File: config.mk
export PLATFORM = sky130hd
export DESIGN_NAME = tsc_device_flat
export DESIGN_NICKNAME = d
export VERILOG_FILES = /design/src/hdl/tsc_pkg.sv /design/src/hdl/tsc_link_if.sv /design/src/hdl/tsc_device.sv /design/src/hdl/tsc_sync2.sv /design/src/flat_wrapper.sv
export SDC_FILE = /design/constraint.sdc
export NUM_CORES = 1
export LEC_CHECK = 0
export BUFFER_PORTS_ARGS = -buffer_cell sky130_fd_sc_hd__buf_4
export CAP_MARGIN = 0
export CORE_ASPECT_RATIO = 1.4
export CORE_UTILIZATION = 49
export CTS_CLUSTER_SIZE = 28
export DETAILED_ROUTE_END_ITERATION = 6
export PLACE_DENSITY = 0.68
export SYNTH_ARGS = -nofsm -noshare
export SYNTH_HDL_FRONTEND = slang
export SYNTH_SLANG_ARGS = --single-unit
File: constraint.sdc
create_clock -name mclk_i -period 1.9 [get_ports mclk_i]
set_clock_uncertainty 0.1 [all_clocks]
set_input_delay 0 -clock mclk_i [delete_from_list [all_inputs] [get_ports mclk_i]]
set_output_delay 0 -clock mclk_i [all_outputs]
set_load 0.05 [all_outputs]
File: src/hdl/tsc_pkg.sv
/*
 * Shared constants for the transceiver status / general configuration link:
 * frame length, command codes, status and configuration field positions,
 * reset values and host link timing.
 * Assumes both link ends and the bench import it whole.
 */
package tsc_pkg;

    // Frame layout
    localparam int FRAME_BITS = 16;
    localparam int BIT_CNT_W = 5;
    localparam logic [BIT_CNT_W-1:0] LAST_BIT = 5'h0f;
    localparam int CMD_MSB = 15;
    localparam int CMD_LSB = 8;
    localparam logic [7:0] CMD_GEN_CFG = 8'h80;
    localparam logic CMD_FIRST_WRITE = 1'b1;
    localparam logic CMD_FIRST_READ = 1'b0;
    localparam logic [15:0] CMD_STATUS_READ = 16'h0000;

    // Reset values
    localparam logic [15:0] STATUS_RST = 16'h0000;
    localparam logic [15:0] GEN_CFG_RST = 16'h8008;

    // Status word bit positions
    localparam int STS_TXRDY_FILL = 15;
    localparam int STS_POR = 14;
    localparam int STS_UNDER_OVER = 13;
    localparam int STS_WAKEUP = 12;
    localparam int STS_EXT_EDGE = 11;
    localparam int STS_LOW_BATT = 10;
    localparam int STS_FIFO_EMPTY = 9;
    localparam int STS_SIGNAL = 8;
    localparam int STS_QUALITY = 7;
    localparam int STS_CLK_LOCK = 6;
    localparam int STS_AFC_TOGGLE = 5;
    localparam int STS_OFF_SIGN = 4;
    localparam int STS_OFF_MSB = 3;
    localparam int STS_OFF_LSB = 0;

    // General configuration field positions
    localparam int CFG_TX_DATA_REGISTER_ENABLE = 7;
    localparam int CFG_RX_FIFO_ENABLE = 6;
    localparam int CFG_BAND_MSB = 5;
    localparam int CFG_BAND_LSB = 4;
    localparam int CFG_LOAD_MSB = 3;
    localparam int CFG_LOAD_LSB = 0;

    // Band codes
    localparam logic [1:0] BAND_RESERVED = 2'h0;
    localparam logic [1:0] BAND_433 = 2'h1;
    localparam logic [1:0] BAND_868 = 2'h2;
    localparam logic [1:0] BAND_915 = 2'h3;

    // Link timing: 800 ns half period of the serial clock at 10 MHz
    localparam int CLK_PERIOD_NS = 100;
    localparam int SCK_HALF_NS = 800;
    localparam int SCK_HALF_CYC = SCK_HALF_NS / CLK_PERIOD_NS;
    localparam int FIFO_CNT_W = 4;
    localparam int SYNC_W = 4;

    // Host sequencer states
    typedef enum logic [2:0] {
        TSC_H_IDLE = 3'b000,
        TSC_H_LOW = 3'b001,
        TSC_H_HIGH = 3'b010,
        TSC_H_END = 3'b011,
        TSC_H_GAP = 3'b100
    } tsc_host_state_t;

endpackage

File: src/hdl/tsc_link_if.sv
/*
 * Serial command link between host and transceiver.
 * Assumes the serial data out line idles high through a pull-up when the
 * device does not drive it.
 */
`timescale 1ns/100ps
interface tsc_link_if;
    logic nsel;
    logic sck;
    logic sdi;
    logic sdo;
    logic sdo_oe;
    logic sdo_line;

    // Resolved level of the device data line
    assign sdo_line = sdo_oe ? sdo : 1'b1;

    modport dev_mp (input nsel, input sck, input sdi, output sdo, output sdo_oe);
    modport host_mp (output nsel, output sck, output sdi, input sdo_line);
endinterface

File: src/hdl/tsc_device.sv
/*
 * Transceiver end: status word with read-to-clear flags and the general
 * configuration register, reached over the serial command link.
 * Assumes radio-side status inputs come from logic on mclk_i, except the
 * external interrupt pin, which is asynchronous.
 */
`timescale 1ns/100ps
module tsc_device #(
    parameter int FIFO_CNT_W = tsc_pkg::FIFO_CNT_W
) (
    // Clock and reset
    input wire logic mclk_i,
    input wire logic nrst_i,
    // Serial link
    tsc_link_if.dev_mp link,
    // Radio mode and events
    input wire logic tx_mode_i,
    input wire logic tx_reg_ready_i,
    input wire logic tx_underrun_i,
    input wire logic rx_overflow_i,
    input wire logic wakeup_overflow_i,
    input wire logic ext_interrupt_data_indicator_pin_i,
    input wire logic afc_cycle_done_i,
    // Radio levels
    input wire logic [FIFO_CNT_W-1:0] rx_fifo_count_i,
    input wire logic [FIFO_CNT_W-1:0] fifo_fill_level_i,
    input wire logic low_battery_i,
    input wire logic signal_strength_i,
    input wire logic data_quality_i,
    input wire logic clock_recovery_lock_i,
    input wire logic offset_sign_i,
    input wire logic [3:0] offset_value_i,
    // Received bit stream
    input wire logic rx_data_i,
    input wire logic rx_clk_i,
    // Configuration outputs
    output logic tx_data_register_enable_o,
    output logic rx_fifo_enable_o,
    output logic [1:0] band_select_o,
    output logic [3:0] crystal_load_select_o,
    // Received data routing
    output logic rx_fifo_bit_o,
    output logic rx_fifo_bit_valid_o,
    output logic data_modulation_pin_o,
    output logic data_modulation_pin_oe_o,
    output logic recovered_clock_pin_o,
    output logic recovered_clock_pin_oe_o
);
    import tsc_pkg::*;

    logic nsel_s, sck_s, sdi_s, ext_s;
    logic nsel_q_r, sck_q_r, ext_q_r;
    logic por_pending_r;
    logic fill_flag_r, por_flag_r, uo_flag_r, wut_flag_r, ext_flag_r, afc_toggle_r;
    logic [7:0] cfg_r;
    logic [FRAME_BITS-1:0] rx_sr_r, tx_sr_r;
    logic [BIT_CNT_W-1:0] bit_cnt_r;
    logic [FRAME_BITS-1:0] status_word, word_in;
    logic frame_start, frame_end, sck_rise, sck_fall, frame_done;
    logic status_clr, cfg_wr, fill_set, uo_set, ext_fall, txrdy_now;
    logic sdo_r, sdo_oe_r;

    // Pins from the host and the interrupt pin are asynchronous; reset to idle
    // levels so no false clock edge follows reset
    tsc_sync2 #(.WIDTH(SYNC_W), .RST_VAL(4'h9)) u_sync (
        .mclk_i(mclk_i),
        .nrst_i(nrst_i),
        .d_i({link.nsel, link.sck, link.sdi, ext_interrupt_data_indicator_pin_i}),
        .q_o({nsel_s, sck_s, sdi_s, ext_s})
    );

    // Previous synchronised levels for edge detection
    always_ff @(posedge mclk_i) begin
        if (!nrst_i) begin
            nsel_q_r <= 1'b1;
            sck_q_r <= 1'b0;
            ext_q_r <= 1'b1;
        end else begin
            nsel_q_r <= nsel_s;
            sck_q_r <= sck_s;
            ext_q_r <= ext_s;
        end
    end

    // Link events and command decode
    assign frame_start = nsel_q_r && !nsel_s;
    assign frame_end = !nsel_q_r && nsel_s;
    assign sck_rise = !nsel_s && !sck_q_r && sck_s;
    assign sck_fall = !nsel_s && sck_q_r && !sck_s;
    assign word_in = {rx_sr_r[FRAME_BITS-2:0], sdi_s};
    assign frame_done = sck_rise && (bit_cnt_r == LAST_BIT);
    assign status_clr = frame_done && (word_in[CMD_MSB] == CMD_FIRST_READ);
    assign cfg_wr = frame_done && (word_in[CMD_MSB:CMD_LSB] == CMD_GEN_CFG);
    assign ext_fall = ext_q_r && !ext_s;

    // Mode dependent event sources; transmit readiness needs the register on
    assign txrdy_now = tx_reg_ready_i && cfg_r[CFG_TX_DATA_REGISTER_ENABLE];
    assign fill_set = tx_mode_i ? txrdy_now : (rx_fifo_count_i >= fifo_fill_level_i);
    assign uo_set = tx_mode_i ? tx_underrun_i : rx_overflow_i;

    // Sticky flags: a set in the clearing cycle wins, so that event stays for the next read
    always_ff @(posedge mclk_i) begin
        if (!nrst_i) begin
            fill_flag_r <= STATUS_RST[STS_TXRDY_FILL];
            uo_flag_r <= STATUS_RST[STS_UNDER_OVER];
            wut_flag_r <= STATUS_RST[STS_WAKEUP];
            ext_flag_r <= STATUS_RST[STS_EXT_EDGE];
        end else begin
            fill_flag_r <= (fill_flag_r && !status_clr) || fill_set;
            uo_flag_r <= (uo_flag_r && !status_clr) || uo_set;
            wut_flag_r <= (wut_flag_r && !status_clr) || wakeup_overflow_i;
            ext_flag_r <= (ext_flag_r && !status_clr) || ext_fall;
        end
    end

    // Power-on flag rises one cycle after reset release, so reset shows zero
    always_ff @(posedge mclk_i) begin
        if (!nrst_i) begin
            por_pending_r <= 1'b1;
            por_flag_r <= STATUS_RST[STS_POR];
        end else begin
            por_pending_r <= 1'b0;
            por_flag_r <= (por_flag_r && !status_clr) || por_pending_r;
        end
    end

    // AFC cycle toggle
    always_ff @(posedge mclk_i) begin
        if (!nrst_i) begin
            afc_toggle_r <= STATUS_RST[STS_AFC_TOGGLE];
        end else if (afc_cycle_done_i) begin
            afc_toggle_r <= !afc_toggle_r;
        end
    end

    // Status word assembly; offset is passed through, not latched
    always_comb begin
        status_word = STATUS_RST;
        status_word[STS_TXRDY_FILL] = fill_flag_r;
        status_word[STS_POR] = por_flag_r;
        status_word[STS_UNDER_OVER] = uo_flag_r;
        status_word[STS_WAKEUP] = wut_flag_r;
        status_word[STS_EXT_EDGE] = ext_flag_r;
        status_word[STS_LOW_BATT] = low_battery_i;
        status_word[STS_FIFO_EMPTY] = (rx_fifo_count_i == '0);
        status_word[STS_SIGNAL] = signal_strength_i;
        status_word[STS_QUALITY] = data_quality_i;
        status_word[STS_CLK_LOCK] = clock_recovery_lock_i;
        status_word[STS_AFC_TOGGLE] = afc_toggle_r;
        status_word[STS_OFF_SIGN] = offset_sign_i;
        status_word[STS_OFF_MSB:STS_OFF_LSB] = offset_value_i;
    end

    // Receive shift register and bit counter
    always_ff @(posedge mclk_i) begin
        if (!nrst_i) begin
            rx_sr_r <= '0;
            bit_cnt_r <= '0;
        end else if (frame_start) begin
            bit_cnt_r <= '0;
        end else if (sck_rise) begin
            rx_sr_r <= word_in;
            bit_cnt_r <= bit_cnt_r + 1'b1;
        end
    end

    // Transmit shift: whole status captured at frame start, MSB first
    always_ff @(posedge mclk_i) begin
        if (!nrst_i) begin
            tx_sr_r <= STATUS_RST;
            sdo_r <= 1'b1;
            sdo_oe_r <= 1'b0;
        end else if (frame_start) begin
            tx_sr_r <= status_word;
            sdo_r <= status_word[FRAME_BITS-1];
            sdo_oe_r <= 1'b1;
        end else if (frame_end) begin
            sdo_oe_r <= 1'b0;
        end else if (sck_fall) begin
            tx_sr_r <= {tx_sr_r[FRAME_BITS-2:0], 1'b0};
            sdo_r <= tx_sr_r[FRAME_BITS-2];
        end
    end
    assign link.sdo = sdo_r;
    assign link.sdo_oe = sdo_oe_r;

    // General configuration register, written by code 0x80
    always_ff @(posedge mclk_i) begin
        if (!nrst_i) begin
            cfg_r <= GEN_CFG_RST[7:0];
        end else if (cfg_wr) begin
            cfg_r <= word_in[7:0];
        end
    end

    // Configuration outputs; reserved band code passed on as written
    always_ff @(posedge mclk_i) begin
        if (!nrst_i) begin
            tx_data_register_enable_o <= GEN_CFG_RST[CFG_TX_DATA_REGISTER_ENABLE];
            rx_fifo_enable_o <= GEN_CFG_RST[CFG_RX_FIFO_ENABLE];
            band_select_o <= GEN_CFG_RST[CFG_BAND_MSB:CFG_BAND_LSB];
            crystal_load_select_o <= GEN_CFG_RST[CFG_LOAD_MSB:CFG_LOAD_LSB];
        end else begin
            tx_data_register_enable_o <= cfg_r[CFG_TX_DATA_REGISTER_ENABLE];
            rx_fifo_enable_o <= cfg_r[CFG_RX_FIFO_ENABLE];
            band_select_o <= cfg_r[CFG_BAND_MSB:CFG_BAND_LSB];
            crystal_load_select_o <= cfg_r[CFG_LOAD_MSB:CFG_LOAD_LSB];
        end
    end

    // Received data goes to the FIFO or out on the data and clock pins
    always_ff @(posedge mclk_i) begin
        if (!nrst_i) begin
            rx_fifo_bit_o <= 1'b0;
            rx_fifo_bit_valid_o <= 1'b0;
            data_modulation_pin_o <= 1'b0;
            data_modulation_pin_oe_o <= 1'b0;
            recovered_clock_pin_o <= 1'b0;
            recovered_clock_pin_oe_o <= 1'b0;
        end else begin
            rx_fifo_bit_o <= rx_data_i;
            rx_fifo_bit_valid_o <= cfg_r[CFG_RX_FIFO_ENABLE] && rx_clk_i;
            data_modulation_pin_o <= rx_data_i;
            data_modulation_pin_oe_o <= !cfg_r[CFG_RX_FIFO_ENABLE];
            recovered_clock_pin_o <= rx_clk_i;
            recovered_clock_pin_oe_o <= !cfg_r[CFG_RX_FIFO_ENABLE];
        end
    end
endmodule // tsc_device

File: src/hdl/tsc_sync2.sv
/*
 * Two-flop synchroniser, one chain per bit.
 * Assumes inputs are asynchronous levels; only the second stage is read.
 */
`timescale 1ns/100ps
module tsc_sync2 #(
    parameter int WIDTH = 1,
    parameter logic [WIDTH-1:0] RST_VAL = '0
) (
    // Clock and reset
    input wire logic mclk_i,
    input wire logic nrst_i,
    // Data
    input wire logic [WIDTH-1:0] d_i,
    output logic [WIDTH-1:0] q_o
);
    logic [WIDTH-1:0] meta_r;

    // One chain per bit
    genvar gi;
    generate
        for (gi = 0; gi < WIDTH; gi++) begin : g_bit
            always_ff @(posedge mclk_i) begin
                if (!nrst_i) begin
                    meta_r[gi] <= RST_VAL[gi];
                    q_o[gi] <= RST_VAL[gi];
                end else begin
                    meta_r[gi] <= d_i[gi];
                    q_o[gi] <= meta_r[gi];
                end
            end
        end
    endgenerate
endmodule // tsc_sync2

File: src/flat_wrapper.sv
// flat-port wrapper written by rule: the top's interface ports become plain ports
module tsc_device_flat import tsc_pkg::*;
#(
    parameter int FIFO_CNT_W = tsc_pkg::FIFO_CNT_W
)
  (mclk_i, nrst_i, tx_mode_i, tx_reg_ready_i, tx_underrun_i, rx_overflow_i, wakeup_overflow_i, ext_interrupt_data_indicator_pin_i, afc_cycle_done_i, rx_fifo_count_i, fifo_fill_level_i, low_battery_i, signal_strength_i, data_quality_i, clock_recovery_lock_i, offset_sign_i, offset_value_i, rx_data_i, rx_clk_i, tx_data_register_enable_o, rx_fifo_enable_o, band_select_o, crystal_load_select_o, rx_fifo_bit_o, rx_fifo_bit_valid_o, data_modulation_pin_o, data_modulation_pin_oe_o, recovered_clock_pin_o, recovered_clock_pin_oe_o, link_nsel, link_sck, link_sdi, link_sdo, link_sdo_oe);
  tsc_link_if link_i ();
  input wire logic mclk_i;
  input wire logic nrst_i;
  input wire logic tx_mode_i;
  input wire logic tx_reg_ready_i;
  input wire logic tx_underrun_i;
  input wire logic rx_overflow_i;
  input wire logic wakeup_overflow_i;
  input wire logic ext_interrupt_data_indicator_pin_i;
  input wire logic afc_cycle_done_i;
  input wire logic [FIFO_CNT_W-1:0] rx_fifo_count_i;
  input wire logic [FIFO_CNT_W-1:0] fifo_fill_level_i;
  input wire logic low_battery_i;
  input wire logic signal_strength_i;
  input wire logic data_quality_i;
  input wire logic clock_recovery_lock_i;
  input wire logic offset_sign_i;
  input wire logic [3:0] offset_value_i;
  input wire logic rx_data_i;
  input wire logic rx_clk_i;
  output logic tx_data_register_enable_o;
  output logic rx_fifo_enable_o;
  output logic [1:0] band_select_o;
  output logic [3:0] crystal_load_select_o;
  output logic rx_fifo_bit_o;
  output logic rx_fifo_bit_valid_o;
  output logic data_modulation_pin_o;
  output logic data_modulation_pin_oe_o;
  output logic recovered_clock_pin_o;
  output logic recovered_clock_pin_oe_o;
  input wire logic [$bits(link_i.nsel)-1:0] link_nsel;
  input wire logic [$bits(link_i.sck)-1:0] link_sck;
  input wire logic [$bits(link_i.sdi)-1:0] link_sdi;
  output wire logic [$bits(link_i.sdo)-1:0] link_sdo;
  output wire logic [$bits(link_i.sdo_oe)-1:0] link_sdo_oe;
  assign link_i.nsel = link_nsel;
  assign link_i.sck = link_sck;
  assign link_i.sdi = link_sdi;
  assign link_sdo = link_i.sdo;
  assign link_sdo_oe = link_i.sdo_oe;
  tsc_device #(.FIFO_CNT_W(FIFO_CNT_W)) u_core (.mclk_i(mclk_i), .nrst_i(nrst_i), .link(link_i), .tx_mode_i(tx_mode_i), .tx_reg_ready_i(tx_reg_ready_i), .tx_underrun_i(tx_underrun_i), .rx_overflow_i(rx_overflow_i), .wakeup_overflow_i(wakeup_overflow_i), .ext_interrupt_data_indicator_pin_i(ext_interrupt_data_indicator_pin_i), .afc_cycle_done_i(afc_cycle_done_i), .rx_fifo_count_i(rx_fifo_count_i), .fifo_fill_level_i(fifo_fill_level_i), .low_battery_i(low_battery_i), .signal_strength_i(signal_strength_i), .data_quality_i(data_quality_i), .clock_recovery_lock_i(clock_recovery_lock_i), .offset_sign_i(offset_sign_i), .offset_value_i(offset_value_i), .rx_data_i(rx_data_i), .rx_clk_i(rx_clk_i), .tx_data_register_enable_o(tx_data_register_enable_o), .rx_fifo_enable_o(rx_fifo_enable_o), .band_select_o(band_select_o), .crystal_load_select_o(crystal_load_select_o), .rx_fifo_bit_o(rx_fifo_bit_o), .rx_fifo_bit_valid_o(rx_fifo_bit_valid_o), .data_modulation_pin_o(data_modulation_pin_o), .data_modulation_pin_oe_o(data_modulation_pin_oe_o), .recovered_clock_pin_o(recovered_clock_pin_o), .recovered_clock_pin_oe_o(recovered_clock_pin_oe_o));
endmodule
# After elaboration in Yosys (flattened, before gate mapping)
# Index checks and enable logic that the tools add are counted.
# totals
n_memories	0
input_bits	31
elab_cells	87
ramBits	0
ff_bits	75
out_inout_bits	16
mem_bits_ro	0
latchBits	0
# classes
magnitude_cmp	1
reduce_logical	36
n_eq_ne	3
shift	0
add_sub_neg	1
n_mux	11
n_div	0
n_bitwise	3
mul	0
# ops
op	count
2-to-1 mux 15 bit	3
logical AND 1 bit	17
== test 8 bit, second input constant	1
zero test 1 bit	8
2-to-1 mux 1 bit	8
adder 5 x 1 -> 5 bit, second input constant	1
== test 5 x 4 -> 1 bit, second input constant	1
logical OR 1 bit	5
>= comparator 4 bit	1
zero test 4 bit	1
AND reduction 2 bit	2
nonzero test 2 bit	2
NOT 1 bit	3
inequality test 2 x 1 -> 1 bit, second input constant	1
OR reduction 2 bit	1

# Depth between registers and ports, before layout
# Gate-level depths: netlist of run 1.
# logic_depth
ltp_word	8
depth_mapped	8
depth_no_buf	6

# Hierarchy
# From an unflattened synthesis of run 1, not the netlist that was laid out.
# unflattened
hier_cells	306
area_unflattened_um2	2972.9
# by_module_without_submodules
module	n_inst	seq_area_each_um2	area_per_inst_um2	cells_each
tsc_device	1	1341.3	2762.6	290
tsc_sync2	1	160.2	210.2	16

# Worst setup path before layout of run 1
# No wires, ideal clock.
# synth_path
kind	register to register
start	register u_core.u_sync.q_o[3]
end	register u_core.tx_sr_r[10]
path_buffers	2
arrival_ns	1.398
path_stages_with_launch	8
slack_ns	0.315
path_cell_list	dfxtp_1 > inv_1 > ha_1 > o21ai_0 > buf_2 > buf_2 > nand3_1 > o31ai_1
# synth_via
word_cells_on_any_way	9
cone_classes	eq/ne: 1; mux: 1; reduce/logical: 7
# synth_rtl
item	line	text
start, declared	tsc_sync2.sv:15	output logic [WIDTH-1:0] q_o
start signal, assigned by index	tsc_sync2.sv:26	q_o[gi] <= RST_VAL[gi];
start signal, assigned by index	tsc_sync2.sv:29	q_o[gi] <= meta_r[gi];
zero test 1 bit *	tsc_device.sv:86	assign frame_start = nsel_q_r && !nsel_s;
logical AND 1 bit *	tsc_device.sv:86	
named net u_core.frame_start	tsc_device.sv:59	logic frame_start, frame_end, sck_rise, sck_fall, frame_done;
inequality test 2 x 1 -> 1 bit (no source line) / nonzero test 2 bit (equally long branches)	-	
AND reduction 2 bit (no source line)	-	
end signal, assigned	tsc_device.sv:174	tx_sr_r <= status_word;
end signal, assigned	tsc_device.sv:180	tx_sr_r <= {tx_sr_r[FRAME_BITS-2:0], 1'b0};
end, declared	tsc_device.sv:56	logic [FRAME_BITS-1:0] rx_sr_r, tx_sr_r;
# The timed path passes the listed nets; every way through them passes the cells marked *.
# A chain may end at the register's enable or synchronous reset.

# Worst setup path in the final report of run 1
# layout_path
start	register u_core.u_sync.q_o[3]
end	register u_core.tx_sr_r[9]
# Same word-level chain as after synthesis.

==> results.cfg, run 1 <==
[status]
run_status = finished, final reports clean

[cells_and_area]
multi_input_area_um2 = 1190
nets = 409
final_cell_mix = dfxtp_1 (75), buf_4 (53), nand2_1 (51), dlygate4sd3_1 (27), a21oi_1 (22)
diodes = 0
mostFrequentLayoutCell = dfxtp_1
utilization_pct = 66.8
fill_cells = 474
drive_above_1_share_pct = 20.0
regArea_um2 = 1500
area_delta_synth_final_pct = 31.1

[floorplanning]
core_region_area_um2 = 5530
die_h_um = 91.7
chipWidth_um = 66.1
rows = 32
start_util_pct = 51.0
ioPinCount = 47
dieArea_um2 = 6060

[clock_network]
post_cts_resized = 0
path_clk_slew_ns = 0.08
htreeDepth = 3
cts_max_path_buffers = 2
tritoncts = built
cts-root-buf = clkbuf_8
cts_made_buffers = 9
clock-sinks = 75
clock_latency_ns = 0.34

[synthesis]
seq_area_frac_synth_pct = 53.3
yosysWarnings = 0
synth.top_cell.area_share_pct = 53.3
ys_ff_latch = 75
syn_area_um2 = 2820
netlist_instances = 297
synth_largest_area_cell = dfxtp_1
ys_top_cells_by_area = dfxtp_1 (53%), nand2_1 (6.8%), mux2i_1 (6.8%)
syn_area_per_cell_um2 = 9.48
yosysUniqueCellTypes = 34
synth.net_count = 336

[sta]
fin_setup_tns_ns = 0
max_freq_mhz = 586
rsz0062_at_grt = false
hold_viol_final = 0
setup_viol = 0
period_needed_ns = 1.71
maxSlewHeadroom_pct = 74.3
finalMaxSlewViolations = 0
period_share_pct = 89.7
tightest_slew_ns = 0.380

[pwr]
powerDensity_nw_per_um2 = 826
p_seq_share_pct = 53.0
ir_drop_mv = 0.565
swShare_pct = 23.3
p_leak_nw = 1.49
netSwitchingPower_mw = 0.711
intPower_mw = 2.34
combPwrFrac_pct = 8.2
clkPwrFrac_pct = 38.8

[placement]
io_buffers = 46
hpwlAfterDp_um = 3640
gp_congestion = 0.709

[routing]
firstDrtPassIters = 4
wl_per_cell_um = 12.5
viasPerCell = 5.01
final_antenna_net_count = 0
finalWirelength_um = 5550
drc = 0
vias = 2218
first_iter_violations = 88

[setup_path]
crit_path_end_kind = flip-flop
critPathRequiredTime_ns = 2.01
cp-startpoint = u_core.u_sync.q_o[3]
worstPathCellList = inv_1, ha_1, o21ai_2, buf_12, mux2i_1, nor2_1
criticalPathCategory = reg -> reg
rr_endpoint = u_core.tx_sr_r[9]
path_buf_inv = 2
crit_arrival_ns = 1.82
cp_slowest_stage_delay_ns = 0.43
cpMaxStageDelayCell = dfxtp_1
start_kind = flip-flop
r2r_slack_ns = 0.19
cp_top_family = flip-flops
r2r_start = u_core.u_sync.q_o[3]
rr_worst_depth = 6
crit_fanout = 29

[grt]
grt_pass1_vias = 2190
grt_overflow = 0
track_usage_pct = 20.6
antenna_found_initial = 0
grt_pass1_wl_um = 9480
grt_start_max_net_pins = 40

[run]
drv_cap = 0

[worst_hold_path]
hold_path_class = in -> reg
worstHoldStart = tx_reg_ready_i
holdPathEnd = u_core.fill_flag_r
min_path_cells = 5
## routing by layer
metal	vias to the layer above	track usage, %	part of all wire, %
met4	0	9.04	1.0
met2	31	36.6	55
met3	5	4.85	2.4
met1	1040	22.6	42
met5	-	0	0
li1	1142	-	-
## worst max path at each step
stage / cells after the start / slack (ns) / endpoint
4_1_cts: 6 / 0.19 / u_core.tx_sr_r[9]
2_1_floorplan: 7 / 0.31 / u_core.tx_sr_r[10]
3_3_place_gp: 6 / 0.26 / u_core.link.sdo
6_report: 6 / 0.19 / u_core.tx_sr_r[9]
5_1_grt: 6 / 0.05 / u_core.link.sdo
3_5_place_dp: 6 / 0.20 / u_core.tx_sr_r[9]
## worst register-to-register path, cell delays in order, from the launching register on
cell,delay [ns]
dfxtp_1,0.43
inv_1,0.08
ha_1,0.29
o21ai_2,0.22
buf_12,0.20
mux2i_1,0.21
nor2_1,0.06
## what timing repair did
action | in CTS | in global routing
setup buffers | 0 | 0
hold endpoints to repair | 34 | 0
hold buffers | 27 | 0
endpoints found under the setup margin | 0 | 0
## synth_stat cells
cell type and instances:
dfxtp_1 75, nand2_1 51, a21oi_1 22, mux2i_1 19, and2_1 14, nor2_1 14, nand3_1 13, o31ai_1 13
inv_1 9, clkbuf_1 8, ha_1 8, nand2b_1 8, buf_2 7, o21ai_0 7, o21ai_1 3, and3_1 2
buf_4 2, mux2_2 2, nor2b_1 2, nor4_1 2, xnor2_1 2, xor2_1 2, a211oi_1 1, a32oi_1 1
and2b_2 1, buf_1 1, buf_6 1, nand3b_1 1, nand4_1 1, nand4_2 1, nand4b_1 1, nor3b_1 1
nor3b_4 1, nor4b_1 1
## through the flow
stage	cell area [um2]	setup WS (ns)	std cells	power, mW	hold slack (ns)
5_1_grt	3690	0.0501	443	3.18	0.0358
6_report	3690	0.195	443	3.05	0.0301
4_1_cts	3690	0.190	443	3.08	0.0135
3_5_place_dp	3230	0.201	400	1.86	0.0868
3_3_place_gp	3230	0.256	400	1.86	0.0839
2_1_floorplan	2820	0.315	297	1.77	0.00147
## sequential cells by signal, indices dropped and copies added (netlist names), 2 cells and up
signal,flops
u_core.band_select_o,2
u_core.bit_cnt_r,5
u_core.cfg_r,8
u_core.crystal_load_select_o,4
u_core.rx_sr_r,15
u_core.tx_sr_r,15
u_core.u_sync.meta_r,4
u_core.u_sync.q_o,4
## power by group through the flow
| stage | combinational, mW | sequential [mW] | clock (mW) |
|---|---|---|---|
| after floorplan | 0.106 | 1.67 | 0 |
| after global placement | 0.204 | 1.65 | 0 |
| after detailed placement | 0.208 | 1.65 | 0 |
| after CTS | 0.252 | 1.62 | 1.21 |
| after global routing | 0.273 | 1.62 | 1.29 |
| final | 0.251 | 1.62 | 1.18 |
## cell families after synthesis
group / count (synthesis) / share of synthesized area [%]
simple gates: 114 / 20.0
flops: 75 / 53.3
compound gates: 47 / 9.73
buf+inv: 28 / 4.58
mux: 21 / 7.56
fa+ha+maj: 8 / 3.56
xor+xnor: 4 / 1.24
## layout make-up
class,count,area share [%]
Sequential cell,75,40.7
Multi-Input combinational cell,194,32.2
Timing Repair Buffer,81,18.6
Clock buffer,10,3.46
Tap cell,68,2.31
Clock inverter,6,1.80
Inverter,9,0.915
Note: power is estimated with default switching activity, not from simulation.
==> inputs of run 2 (changes only) <==
- CORE_ASPECT_RATIO: 1.4 -> 1.2
==> results.cfg, run 2 (synthesis gave the netlist of run 1 again) <==
[grt]
grt_overflow = 0
grt_pass1_wl_um = 9380
grt_start_max_net_pins = 47
antenna_found_initial = 0
track_usage_pct = 20.2
grt_pass1_vias = 2080

[setup_path]
crit_path_end_kind = flip-flop
crit_fanout = 15
criticalPathCategory = reg -> reg
worstPathCellList = inv_1, ha_1, nand2b_1, nand2_1, a21oi_1
start_kind = flip-flop
cp-startpoint = u_core.u_sync.q_o[3]
r2r_start = u_core.u_sync.q_o[3]
cp_top_family = simple AND/OR/NAND/NOR gates
critPathRequiredTime_ns = 2.08
crit_arrival_ns = 1.81
cp_slowest_stage_delay_ns = 0.52
path_buf_inv = 1
cpMaxStageDelayCell = nand2b_1

[clock_network]
htreeDepth = 3
path_clk_slew_ns = 0.08
cts_made_buffers = 9
tritoncts = built
cts_max_path_buffers = 2
clock_latency_ns = 0.36
clock-sinks = 75
cts-root-buf = clkbuf_8

[routing]
vias = 2190
finalWirelength_um = 5390
viasPerCell = 5.03
first_iter_violations = 121
wl_per_cell_um = 12.4
drc = 1
firstDrtPassIters = 6
final_antenna_net_count = 0

[floorplanning]
dieArea_um2 = 6050
rows = 29
start_util_pct = 52.1
ioPinCount = 47
chipWidth_um = 71.2
core_region_area_um2 = 5410
die_h_um = 85.0

[sta]
hold_viol_final = 0
rsz0062_at_grt = false
maxSlewHeadroom_pct = 61.3
period_share_pct = 85.8
period_needed_ns = 1.63
tightest_slew_ns = 0.581
whs_ns = 0.0466
fin_setup_tns_ns = 0
finalMaxSlewViolations = 0
setup_viol = 0
max_freq_mhz = 613

[worst_hold_path]
hold_path_class = in -> reg
worstHoldStart = nrst_i

[cells_and_area]
final_cell_mix = dfxtp_1 (75), buf_4 (56), nand2_1 (51), a21oi_1 (22), dlygate4sd3_1 (22)
mostFrequentLayoutCell = dfxtp_1
diodes = 0
top_regs = u_core.rx_sr_r x15, u_core.tx_sr_r x15, u_core.cfg_r x8
area_delta_synth_final_pct = 29.6
drive_above_1_share_pct = 21.2
utilization_pct = 67.5
nets = 407
fill_cells = 462

[status]
violations = design-rule violations
run_status = finished with violations

[placement]
io_buffers = 46
hpwlAfterDp_um = 3490
gp_congestion = 0.756

[run]
drv_cap = 0

[pwr]
p_leak_nw = 1.47
ir_drop_mv = 0.597
powerDensity_nw_per_um2 = 821
-- run 2: final cells by class --
cell class,instances,area [um2],share of cell area [%]
clock inverters,6,48.8,1.34
flip-flops and latches,75,1500,41.2
clock buffers,10,138,3.77
repair buffers,79,661,18.1
well taps,62,77.6,2.13
multi-input cells,194,1190,32.6
inverters,9,33.8,0.926
-- run 2: stage by stage --
| stage | area (um2) | power (mW) | cells | setup WS [ns] |
|---|---|---|---|---|
| 2_1_floorplan | 2820 | 1.77 | 297 | 0.315 |
| 3_3_place_gp | 3240 | 1.86 | 397 | 0.298 |
| 3_5_place_dp | 3240 | 1.87 | 397 | 0.292 |
| 4_1_cts | 3650 | 3.01 | 435 | 0.276 |
| 5_1_grt | 3650 | 3.12 | 435 | 0.0577 |
| 6_report | 3650 | 2.99 | 435 | 0.270 |
-- run 2: timing repair --
action	4_1_cts	5_1_grt
buffers inserted	0	0
resized for setup	0	0
endpoints found under the hold margin	20	0
hold buffers	22	0
-- run 2: tightest hold or removal path: stages --
cell and delay, ns:
buf_4 0.08, inv_1 0.21, nor2_1 0.17
-- run 2: layer usage --
| layer | vias up | wire length [um] | track usage [%] |
|---|---|---|---|
| met5 | - | 0 | 0 |
| li1 | 1135 | - | - |
| met1 | 1002 | 2420 | 23.2 |
| met2 | 40 | 2630 | 33.9 |
| met4 | 0 | 160 | 10.9 |
| met3 | 13 | 172 | 5.34 |
-- run 2: where the power goes --
part	leakage (nW)	internal [mW]	total, mW	switching, mW
Clock	0.0851	0.517	1.13	0.613
Combinational	0.780	0.129	0.249	0.120
Sequential	0.610	1.60	1.62	0.0149
-- run 2: path summary, 6_finish.rpt --
path	end	slack [ns]	cells after the start
setup reg to reg	u_core.rx_sr_r[9]	0.27	5
hold reg to reg	u_core.u_sync.q_o[0]	0.32	1
setup / recovery	u_core.rx_sr_r[9]	0.27	5
hold / removal	u_core.wut_flag_r	0.05	3
